===== config.mk =====
export PLATFORM = sky130hd
export DESIGN_NAME = sprc_top
export DESIGN_NICKNAME = d
export VERILOG_FILES = /design/src/pkg/sprc_pkg.sv /design/src/logic/sprc_divider.sv /design/src/logic/sprc_rate_shaper.sv /design/src/logic/sprc_top.sv
export SDC_FILE = /design/constraint.sdc
export NUM_CORES = 2
export LEC_CHECK = 0
export BUFFER_PORTS_ARGS = -buffer_cell sky130_fd_sc_hd__clkbuf_2
export CAP_MARGIN = 20
export CORE_MARGIN = 2
export CORE_UTILIZATION = 30
export DETAILED_ROUTE_END_ITERATION = 6
export PLACE_DENSITY = 0.4
export SYNTH_ARGS = -nofsm -noshare
export SYNTH_HDL_FRONTEND = slang
export SYNTH_HIERARCHICAL = 1
export SYNTH_SLANG_ARGS = --single-unit

===== constraint.sdc =====
create_clock -name core_clk -period 15.3 [get_ports core_clk]
set_clock_uncertainty 0.2 [all_clocks]
set_input_delay 0.765 -clock core_clk [delete_from_list [all_inputs] [get_ports core_clk]]
set_output_delay 0.765 -clock core_clk [all_outputs]
set_load 0.02 [all_outputs]

===== src/pkg/sprc_pkg.sv =====
// constants and register map of the stall prevention ramp control block
`default_nettype none
package sprc_pkg;

    // clock and control update timing
    localparam int CLK_PERIOD_NS    = 50;
    localparam int UPDATE_PERIOD_NS = 100_000;
    localparam int UPDATE_CYCLES_I  = UPDATE_PERIOD_NS / CLK_PERIOD_NS;
    localparam logic [11:0] UPDATE_CYCLES = 12'(UPDATE_CYCLES_I);

    // data widths
    localparam int DW = 16;
    localparam logic [5:0] DIV_STEPS = 6'h20;

    // current scaling: counts of measured current per percent of rated
    localparam logic [15:0] CUR_PER_PCT = 16'h0028;
    localparam logic [15:0] RATED_CUR   = 16'h0064 * CUR_PER_PCT;
    localparam logic [15:0] SOFT_PCT    = 16'h000F;
    localparam logic [15:0] SOFT_BAND   = SOFT_PCT * CUR_PER_PCT;
    localparam logic [15:0] SOFT_RECIP  = 16'(32'h0001_0000 / 32'(SOFT_BAND));
    localparam logic [15:0] MAX_RATE    = 16'hFFFF;

    // register byte offsets
    localparam logic [7:0] REG_MODE      = 8'h00;
    localparam logic [7:0] REG_ACC_THR   = 8'h04;
    localparam logic [7:0] REG_FLOOR     = 8'h08;
    localparam logic [7:0] REG_DEC_THR   = 8'h0C;
    localparam logic [7:0] REG_BASE_FREQ = 8'h10;
    localparam logic [7:0] REG_STATUS    = 8'h14;
    localparam logic [7:0] REG_EFF_LVL   = 8'h18;

    // mode register field positions
    localparam int ACC_MODE_LSB = 0;
    localparam int DEC_MODE_BIT = 4;

    // status register field positions
    localparam int ST_ACC_HOLD = 0;
    localparam int ST_ACC_SLOW = 1;
    localparam int ST_DEC_HOLD = 2;
    localparam int ST_DEC_SLOW = 3;
    localparam int ST_CP_REG   = 4;

    // setting ranges and reset values
    localparam logic [1:0] ACC_MODE_MAX   = 2'h2;
    localparam logic [1:0] ACC_MODE_RST   = 2'h1;
    localparam logic       DEC_MODE_RST   = 1'b1;
    localparam logic [7:0] ACC_THR_MAX    = 8'hC8;
    localparam logic [7:0] ACC_THR_RST    = 8'h96;
    localparam logic [7:0] FLOOR_MAX      = 8'h64;
    localparam logic [7:0] FLOOR_RST      = 8'h32;
    localparam logic [7:0] DEC_THR_MIN    = 8'h64;
    localparam logic [7:0] DEC_THR_MAX    = 8'hC8;
    localparam logic [7:0] DEC_THR_RST    = 8'h96;
    localparam logic [15:0] BASE_FREQ_RST = 16'h1770;

    // accel supervision modes
    typedef enum logic [1:0] {
        ACC_OFF     = 2'h0,
        ACC_GENERAL = 2'h1,
        ACC_FASTEST = 2'h2
    } sprc_acc_mode_type;

endpackage
`default_nettype wire


===== src/logic/sprc_divider.sv =====
// restoring divider used to scale a stall level in the constant power range
`timescale 1ns/100ps
`default_nettype none
module sprc_divider
    import sprc_pkg::*;
(
    // clock and reset
    input  wire logic            core_clk,
    input  wire logic            resetn,
    // operands
    input  wire logic            start,
    input  wire logic [2*DW-1:0] dividend,
    input  wire logic [DW-1:0]   divisor,
    // result
    output var  logic [2*DW-1:0] quotient,
    output var  logic            done
);

    logic            busy_r;
    logic [5:0]      step_r;
    logic [DW-1:0]   rem_r;
    logic [2*DW-1:0] quo_r;

    wire [DW:0]     remShift = {rem_r, quo_r[2*DW-1]};
    wire            fits     = remShift >= {1'b0, divisor};
    wire [DW:0]     remNxt   = fits ? remShift - {1'b0, divisor} : remShift;
    wire [2*DW-1:0] quoNxt   = {quo_r[2*DW-2:0], fits};
    wire            lastStep = busy_r && (step_r == DIV_STEPS - 6'h01);

    always_ff @(posedge core_clk or negedge resetn) begin
        if (!resetn) begin
            busy_r <= 1'b0;
            step_r <= 6'h00;
            rem_r  <= '0;
            quo_r  <= '0;
            done   <= 1'b0;
        end else begin
            done <= lastStep;
            if (start) begin
                busy_r <= 1'b1;
                step_r <= 6'h00;
                rem_r  <= '0;
                quo_r  <= dividend;
            end else if (busy_r) begin
                rem_r  <= remNxt[DW-1:0];
                quo_r  <= quoNxt;
                step_r <= step_r + 6'h01;
                busy_r <= !lastStep;
            end
        end
    end

    assign quotient = quo_r;

endmodule
`default_nettype wire


===== src/logic/sprc_rate_shaper.sv =====
// shapes one ramp rate against a current level: pass, taper or hold
`timescale 1ns/100ps
`default_nettype none
module sprc_rate_shaper
    import sprc_pkg::*;
(
    // setting
    input  wire logic          enable,
    input  wire logic [DW-1:0] rateIn,
    // measurement against level
    input  wire logic [DW-1:0] current,
    input  wire logic [DW-1:0] level,
    // result
    output var  logic [DW-1:0] rateOut,
    output var  logic          hold,
    output var  logic          slow
);

    wire [DW-1:0] softLevel = (level > SOFT_BAND) ? level - SOFT_BAND
                                                  : '0;
    wire [DW-1:0] margin    = level - current;
    wire [31:0]   frac      = 32'(margin) * 32'(SOFT_RECIP);
    wire [47:0]   prod      = 48'(rateIn) * 48'(frac);

    // margin over the soft band gives a linear taper to zero at the level
    assign hold = enable && (current > level);
    assign slow = enable && !hold && (current > softLevel);

    always_comb begin
        rateOut = rateIn;
        if (hold) begin
            rateOut = '0;
        end else if (slow) begin
            rateOut = prod[31:16];
        end
    end

endmodule
`default_nettype wire


===== src/logic/sprc_top.sv =====
// stall prevention supervisor for the drive frequency ramp, APB configured
`timescale 1ns/100ps
`default_nettype none
// Functional notes
// - accel mode 0..2, reset 1; mode 0 passes the active accel rate.
// - accel mode 1 tapers the rate once current passes level minus 15%.
// - accel mode 1 holds the frequency while current is over the level.
// - accel mode 2 uses the fastest rate, tapered to stay under level.
// - accel level is 0..200 percent of rated current, reset 150.
// - the accel level acts only in accel modes 1 and 2.
// - above base frequency the effective accel level is reduced.
// - the reduced level never goes below the floor, or the set level if that is lower; floor 0..100, reset 50.
// - decel mode 0 or 1, reset 1; mode 0 passes the active decel rate.
// - decel mode 1 tapers the rate once current passes level minus 15%.
// - decel mode 1 holds the frequency while current is over the level.
// - decel level is 100..200 percent, reset 150, acts in mode 1 only.
// - the decel level is reduced the same way, bounded by the floor.
module sprc_top
    import sprc_pkg::*;
(
    // clock and reset
    input  wire logic          core_clk,
    input  wire logic          resetn,
    // apb slave
    input  wire logic          psel,
    input  wire logic          penable,
    input  wire logic          pwrite,
    input  wire logic [7:0]    paddr,
    input  wire logic [31:0]   pwdata,
    output var  logic [31:0]   prdata,
    output var  logic          pready,
    output var  logic          pslverr,
    // ramp generator side
    input  wire logic          driveRunning,
    input  wire logic          rampAccel,
    input  wire logic          rampDecel,
    input  wire logic [DW-1:0] outFreq,
    input  wire logic [DW-1:0] accelRateIn,
    input  wire logic [DW-1:0] decelRateIn,
    output var  logic [DW-1:0] accelRateOut,
    output var  logic [DW-1:0] decelRateOut,
    output var  logic          rateValid,
    // current measurement
    input  wire logic [DW-1:0] outCurrent
);

    // configuration registers
    logic [1:0]    accStallMode_r;
    logic          decStallMode_r;
    logic [7:0]    accStallThr_r;
    logic [7:0]    stallFloor_r;
    logic [7:0]    decStallThr_r;
    logic [15:0]   baseFreq_r;

    // per update state
    logic [11:0]   tickCnt_r;
    logic [DW-1:0] curSample_r;
    logic [DW-1:0] freqSample_r;
    logic          cpRegion_r;
    logic [DW-1:0] effAccLvl_r;
    logic [DW-1:0] effDecLvl_r;
    logic          accHold_r;
    logic          accSlow_r;
    logic          decHold_r;
    logic          decSlow_r;

    // apb decode
    wire access    = psel && penable;
    wire setup     = psel && !penable;
    wire wrAccess  = access && pwrite;
    wire hitMode   = paddr == REG_MODE;
    wire hitAccThr = paddr == REG_ACC_THR;
    wire hitFloor  = paddr == REG_FLOOR;
    wire hitDecThr = paddr == REG_DEC_THR;
    wire hitBase   = paddr == REG_BASE_FREQ;
    wire hitStatus = paddr == REG_STATUS;
    wire hitEff    = paddr == REG_EFF_LVL;
    wire hitCfg    = hitMode || hitAccThr || hitFloor || hitDecThr || hitBase;
    wire mapped    = hitCfg || hitStatus || hitEff;

    // value checks against the documented setting ranges
    wire [1:0] wrAccMode = pwdata[ACC_MODE_LSB +: 2];
    wire       wrDecMode = pwdata[DEC_MODE_BIT];
    wire [7:0] wrByte    = pwdata[7:0];
    wire       upperZero = pwdata[31:8] == 24'h00_0000;
    wire modeOk    = (wrAccMode <= ACC_MODE_MAX)
                  && (pwdata[31:5] == 27'h000_0000)
                  && (pwdata[3:2] == 2'h0);
    wire accThrOk  = upperZero && (wrByte <= ACC_THR_MAX);
    wire floorOk   = upperZero && (wrByte <= FLOOR_MAX);
    wire decThrOk  = upperZero && (wrByte >= DEC_THR_MIN)
                  && (wrByte <= DEC_THR_MAX);
    wire baseOk    = pwdata[31:16] == 16'h0000;
    wire valueOk   = (hitMode && modeOk) || (hitAccThr && accThrOk)
                  || (hitFloor && floorOk) || (hitDecThr && decThrOk)
                  || (hitBase && baseOk);

    // settings may not change while the drive runs, as on the keypad
    wire wrRefused = !hitCfg || !valueOk || driveRunning;
    wire wrCommit  = wrAccess && !wrRefused;

    assign pready  = 1'b1;
    assign pslverr = access && (!mapped || (pwrite && wrRefused));

    // status and read mux
    wire [31:0] statusWord = 32'({cpRegion_r, decSlow_r, decHold_r,
                                  accSlow_r, accHold_r});
    wire [31:0] modeWord   = 32'({decStallMode_r, 2'h0, accStallMode_r});
    wire [31:0] readMux    =
        hitMode   ? modeWord                    :
        hitAccThr ? 32'(accStallThr_r)          :
        hitFloor  ? 32'(stallFloor_r)           :
        hitDecThr ? 32'(decStallThr_r)          :
        hitBase   ? 32'(baseFreq_r)             :
        hitStatus ? statusWord                  :
        hitEff    ? {effDecLvl_r, effAccLvl_r}  :
                    32'h0000_0000;

    always_ff @(posedge core_clk or negedge resetn) begin
        if (!resetn) begin
            accStallMode_r <= ACC_MODE_RST;
            decStallMode_r <= DEC_MODE_RST;
            accStallThr_r  <= ACC_THR_RST;
            stallFloor_r   <= FLOOR_RST;
            decStallThr_r  <= DEC_THR_RST;
            baseFreq_r     <= BASE_FREQ_RST;
        end else if (wrCommit) begin
            if (hitMode) begin
                accStallMode_r <= wrAccMode;
                decStallMode_r <= wrDecMode;
            end
            if (hitAccThr) begin
                accStallThr_r <= wrByte;
            end
            if (hitFloor) begin
                stallFloor_r <= wrByte;
            end
            if (hitDecThr) begin
                decStallThr_r <= wrByte;
            end
            if (hitBase) begin
                baseFreq_r <= pwdata[15:0];
            end
        end
    end

    // read data captured in the setup cycle, stable through access
    always_ff @(posedge core_clk or negedge resetn) begin
        if (!resetn) begin
            prdata <= 32'h0000_0000;
        end else if (setup) begin
            prdata <= readMux;
        end
    end

    wire tick = tickCnt_r == UPDATE_CYCLES - 12'h001;

    always_ff @(posedge core_clk or negedge resetn) begin
        if (!resetn) begin
            tickCnt_r <= 12'h000;
        end else begin
            tickCnt_r <= tick ? 12'h000 : tickCnt_r + 12'h001;
        end
    end

    // percent settings scaled to current counts
    wire [DW-1:0] accLvlCnt   = 16'(accStallThr_r) * CUR_PER_PCT;
    wire [DW-1:0] decLvlCnt   = 16'(decStallThr_r) * CUR_PER_PCT;
    wire [DW-1:0] floorCnt    = 16'(stallFloor_r) * CUR_PER_PCT;

    // constant power region above the base frequency
    wire cpRegion = (baseFreq_r != 16'h0000) && (outFreq > baseFreq_r);

    // level times base over output frequency, computed in the background
    wire [2*DW-1:0] accNum = 32'(accLvlCnt) * 32'(baseFreq_r);
    wire [2*DW-1:0] decNum = 32'(decLvlCnt) * 32'(baseFreq_r);
    wire [2*DW-1:0] accQuo;
    wire [2*DW-1:0] decQuo;
    wire            accDone;
    wire            decDone;

    sprc_divider u_acc_div (
        .core_clk (core_clk),
        .resetn   (resetn),
        .start    (tick),
        .dividend (accNum),
        .divisor  (freqSample_r),
        .quotient (accQuo),
        .done     (accDone)
    );

    sprc_divider u_dec_div (
        .core_clk (core_clk),
        .resetn   (resetn),
        .start    (tick),
        .dividend (decNum),
        .divisor  (freqSample_r),
        .quotient (decQuo),
        .done     (decDone)
    );

    // a level set below the floor is kept, never raised to it
    wire [DW-1:0] accFloor = (floorCnt < accLvlCnt) ? floorCnt : accLvlCnt;
    wire [DW-1:0] decFloor = (floorCnt < decLvlCnt) ? floorCnt : decLvlCnt;

    // effective accel level bounded by the floor
    wire [DW-1:0] accReduced = (accQuo[DW-1:0] < accFloor) ? accFloor
                                                           : accQuo[DW-1:0];
    // effective decel level bounded by the same floor
    wire [DW-1:0] decReduced = (decQuo[DW-1:0] < decFloor) ? decFloor
                                                           : decQuo[DW-1:0];

    // freq captured at tick so the region matches the divider operands
    always_ff @(posedge core_clk or negedge resetn) begin
        if (!resetn) begin
            freqSample_r <= '0;
            cpRegion_r   <= 1'b0;
        end else if (tick) begin
            freqSample_r <= outFreq;
            cpRegion_r   <= cpRegion;
        end
    end

    // reduced level taken only in the constant power region
    always_ff @(posedge core_clk or negedge resetn) begin
        if (!resetn) begin
            effAccLvl_r <= '0;
            effDecLvl_r <= '0;
        end else if (accDone && decDone) begin
            effAccLvl_r <= cpRegion_r ? accReduced : accLvlCnt;
            effDecLvl_r <= cpRegion_r ? decReduced : decLvlCnt;
        end
    end

    // accel level applies only in modes 1 and 2
    wire accEnable = rampAccel && (accStallMode_r != ACC_OFF);
    // decel level applies only in mode 1
    wire decEnable = rampDecel && decStallMode_r;
    // fastest mode ignores the configured accel rate
    wire [DW-1:0] accBaseRate = (accStallMode_r == ACC_FASTEST) ? MAX_RATE
                                                               : accelRateIn;

    wire [DW-1:0] accShaped;
    wire [DW-1:0] decShaped;
    wire          accHold;
    wire          accSlow;
    wire          decHold;
    wire          decSlow;

    sprc_rate_shaper u_acc_shape (
        .enable  (accEnable),
        .rateIn  (accBaseRate),
        .current (curSample_r),
        .level   (effAccLvl_r),
        .rateOut (accShaped),
        .hold    (accHold),
        .slow    (accSlow)
    );

    sprc_rate_shaper u_dec_shape (
        .enable  (decEnable),
        .rateIn  (decelRateIn),
        .current (curSample_r),
        .level   (effDecLvl_r),
        .rateOut (decShaped),
        .hold    (decHold),
        .slow    (decSlow)
    );

    always_ff @(posedge core_clk or negedge resetn) begin
        if (!resetn) begin
            curSample_r <= '0;
        end else if (tick) begin
            curSample_r <= outCurrent;
        end
    end

    // outputs refreshed the cycle after the current sample
    logic tickDly_r;

    always_ff @(posedge core_clk or negedge resetn) begin
        if (!resetn) begin
            tickDly_r <= 1'b0;
        end else begin
            tickDly_r <= tick;
        end
    end

    // mode 0 passes the active rates unchanged
    always_ff @(posedge core_clk or negedge resetn) begin
        if (!resetn) begin
            accelRateOut <= '0;
            decelRateOut <= '0;
            accHold_r    <= 1'b0;
            accSlow_r    <= 1'b0;
            decHold_r    <= 1'b0;
            decSlow_r    <= 1'b0;
            rateValid    <= 1'b0;
        end else begin
            rateValid <= tickDly_r;
            if (tickDly_r) begin
                accelRateOut <= rampAccel ? accShaped : accelRateIn;
                decelRateOut <= decShaped;
                accHold_r    <= accHold;
                accSlow_r    <= accSlow;
                decHold_r    <= decHold;
                decSlow_r    <= decSlow;
            end
        end
    end

endmodule
`default_nettype wire


==> run_results.csv <==
group,metric,value,unit
grt,grt_util_all_layers,0.193,
grt,grt_pass1_vias,48000,
sta,finalSetupViolCount,0,
min_path,hp-start,"outCurrent[1]",
synth,synth_most_common_cell,"inv_1",
setup_path,critPathMaxStageDelay,0.79,ns
sta,fmax,75.3,MHz
die,die-height,442,microns
cells_and_area,fin_nets,8173,
place,pre_cts_slack,1.93,ns
drt,drtPass1Iterations,5,
flow_run,cap_violations,0,
outcome,status,"complete, no violations",
grt,grt_pass1_wl,292,mm
die,initial_core_util,0.302,
cts,cts_tree,"built",
drt,wl,187,mm
grt,gr-total-overflow,0,
sta,relSlewSlack,0.279,
place,gp_congestion,0.825,
synth,yosys-top-cells-area,"fa_1 (30%), ha_1 (13%), dfrtp_1 (12%)",
setup_path,crit_top_cell,"fa_1",
setup_path,start_kind,"flop",
drt,ant_nets,0,
setup_path,r2r_cells,52,
min_path,holdPathStages,2,
drt,route.detailed.drc,0,
min_path,holdPathEnd,"curSample_r[1]",
cts,htree_levels,2,
grt,antenna_found_initial,8,
pwr,p_leak,0.0312,uW
setup_path,critPathKind,"reg -> reg",
synth,yosys-top-cells-count,"inv_1 (1,197), fa_1 (865), nand2_1 (849), ha_1 (589), nor2_1 (359)",
setup_path,slowest_stage,"xnor2_1",
synth,synthCells,6536,
synth,avgSynthCellArea,8.82,sq um
die,die-area,196000,sq um
cells_and_area,final_layout_size_suffix_gt1_frac,0.0841,
sta,setup_slack,2.03,ns
drt,route.detailed.wl_per_inst,20.4,microns
cts,post-cts-setup-buffers,0,
place,dp_hpwl,145,mm
synth,synth_seq_area_share,0.132,
setup_path,crit_required,15.69,ns
drt,drt_iter0_markers,2125,
die,die_x,442,microns
grt,grt_max_degree,128,
cells_and_area,num-fill-cells,20200,
place,port_buffers,177,
drt,vias_per_cell,4.84,
cts,path_clk_slew,0.07,ns
synth,synth_area_leader_cell,"fa_1",
min_path,min_path_type,"in -> reg",
pwr,peakVddDrop,0.0935,mV
cells_and_area,area_delta_synth_final,9.66,%
synth,syn-cell-area,57600,sq um
setup_path,r2r_start,"curSample_r[1]",
synth,synth_edf_count,0,
setup_path,r2r_end,"accelRateOut[14]",
cts,hold_buffers,1,
drt,dr_total_vias,44400,
cts,clock_sinks,302,
sta,tightest_slew,1.08,ns
die,io_pins,179,
die,row_count,160,
cts,cts-buffers-inserted,48,
pwr,p_per_area,33.6,nW/um^2
setup_path,arrival,13.66,ns
synth,synth_warnings,6,
setup_path,crit_fanout,8,
sta,grt_setup_unrepaired,"false",
synth,synth_ff_type,"dfrtp_1",
sta,fin_setup_tns,0,ns
sta,fin_crit_sh,0.868,
synth,synth_top_area_share,0.300,
sta,report.final.hold_viol_count,0,
setup_path,end_kind,"flop",
synth,yosysUniqueCellTypes,118,
synth,yosys_register_bits,302,
cts,clock_path_buffers,3,
synth,ys_async_sr_fraction,1.00,
cts,cts_root_buffer,"clkbuf_16",
die,core,191000,sq um
setup_path,ff2ff_setup_slack,2.03,ns
sta,drv_slew,0,
cts,cts_resized,0,
cts,worstSkewPairLatency,0.68,ns
sta,period_minus_slack,13.27,ns
## layout by cell type (no fill, tap or decap), drive strengths merged, types with 15 or more instances in the layout
cell type	count
inv	1202
fa	865
nand2	849
ha	589
nor2	361
dfrtp	282
o21ai	247
clkbuf	241
and2	236
a21oi	229
xnor2	155
mux2i	133
nor2b	105
buf	104
mux2	87
a21o	80
xor2	72
nand2b	71
a211oi	71
o21a	56
nor3	49
nand3	47
and3	36
nand4	35
or3	29
a22o	25
o211ai	25
clkinv	25
nor4	24
a31oi	22
dfstp	20
nor3b	19
or2	18
o21bai	17
a22oi	16
a21boi	15
## cell type report
class | instances | area [sq um] | share of cell area
Multi-Input combinational cell | 4762 | 44500 | 0.704
Sequential cell | 302 | 7590 | 0.120
Inverter | 1212 | 4550 | 0.0720
Tap cell | 2511 | 3140 | 0.0497
Timing Repair Buffer | 281 | 1690 | 0.0268
Clock buffer | 65 | 1340 | 0.0211
Clock inverter | 25 | 379 | 0.00600
Antenna cell | 2 | 5.00 | 0.0000792
## critical path, delay by kind of cell, from the launching register on
kind | cells | cell delay [ns]
xor gates and xnor gates | 3 | 1.23
DFF | 1 | 0.51
muxes | 1 | 0.09
adders and majority gates | 13 | 5.81
AOI/OAI and AO/OA | 16 | 2.74
and+or+nand+nor | 10 | 1.80
buffers and inverters | 9 | 0.80
## metal layers
metal	vias to the layer above	GRT usage	wire [microns]
met5	-	0	0
met4	0	0.0428	4180
met3	171	0.0163	5430
met2	635	0.347	94500
met1	22600	0.250	82500
li1	20900	-	-
## worst max-delay path by stage
stage | slack (ns) | endpoint | from
after floorplan | 3.33 | decelRateOut[15] | curSample_r[1]
after global placement | 2.16 | accelRateOut[14] | curSample_r[1]
after detailed placement | 1.93 | accelRateOut[14] | curSample_r[1]
after CTS | 1.87 | accelRateOut[14] | curSample_r[1]
after global routing | 0.81 | accelRateOut[14] | curSample_r[1]
final | 2.03 | accelRateOut[14] | curSample_r[1]
## per-stage QoR
step	hold slack (ns)	util	instances	area (sq um)	total power, uW
finish	0.122	0.332	9160	63200	2130
CTS	0.0452	0.332	9158	63200	2180
global placement	0.245	0.323	9067	61500	935
floorplan	0.152	-	6545	57700	856
detailed placement	0.256	0.323	9067	61500	935
global route	0.0819	0.332	9158	63200	2210
## state kept, by name, summed over array words and instances, names as in the netlist, 8 cells and up
signal and cells:
accStallThr_r 8, accelRateOut 16, baseFreq_r 16, curSample_r 16, decStallThr_r 8, decelRateOut 16, effAccLvl_r 16, effDecLvl_r 16
freqSample_r 16, prdata 32, stallFloor_r 8, tickCnt_r 12, u_acc_div/quotient 32, u_acc_div/rem_r 16, u_dec_div/quotient 32, u_dec_div/rem_r 16
## logic make-up after synthesis
| kind of cell | count (synthesis) | synth area share |
|---|---|---|
| AOI/OAI and AO/OA | 930 | 0.107 |
| xor gates and xnor gates | 231 | 0.0362 |
| adders and majority gates | 1454 | 0.428 |
| buffers and inverters | 1481 | 0.0982 |
| DFF | 302 | 0.132 |
| muxes | 220 | 0.0413 |
| other | 2 | 0.000130 |
| and+or+nand+nor | 1916 | 0.157 |
## report_power, final
group	total, uW	internal [uW]	switching, uW
sequential	800	800	0.304
clock	1210	722	488
combinational	117	27.8	89.3
total	2130	1550	577
No activity file was read; power rests on OpenSTA's default activity.
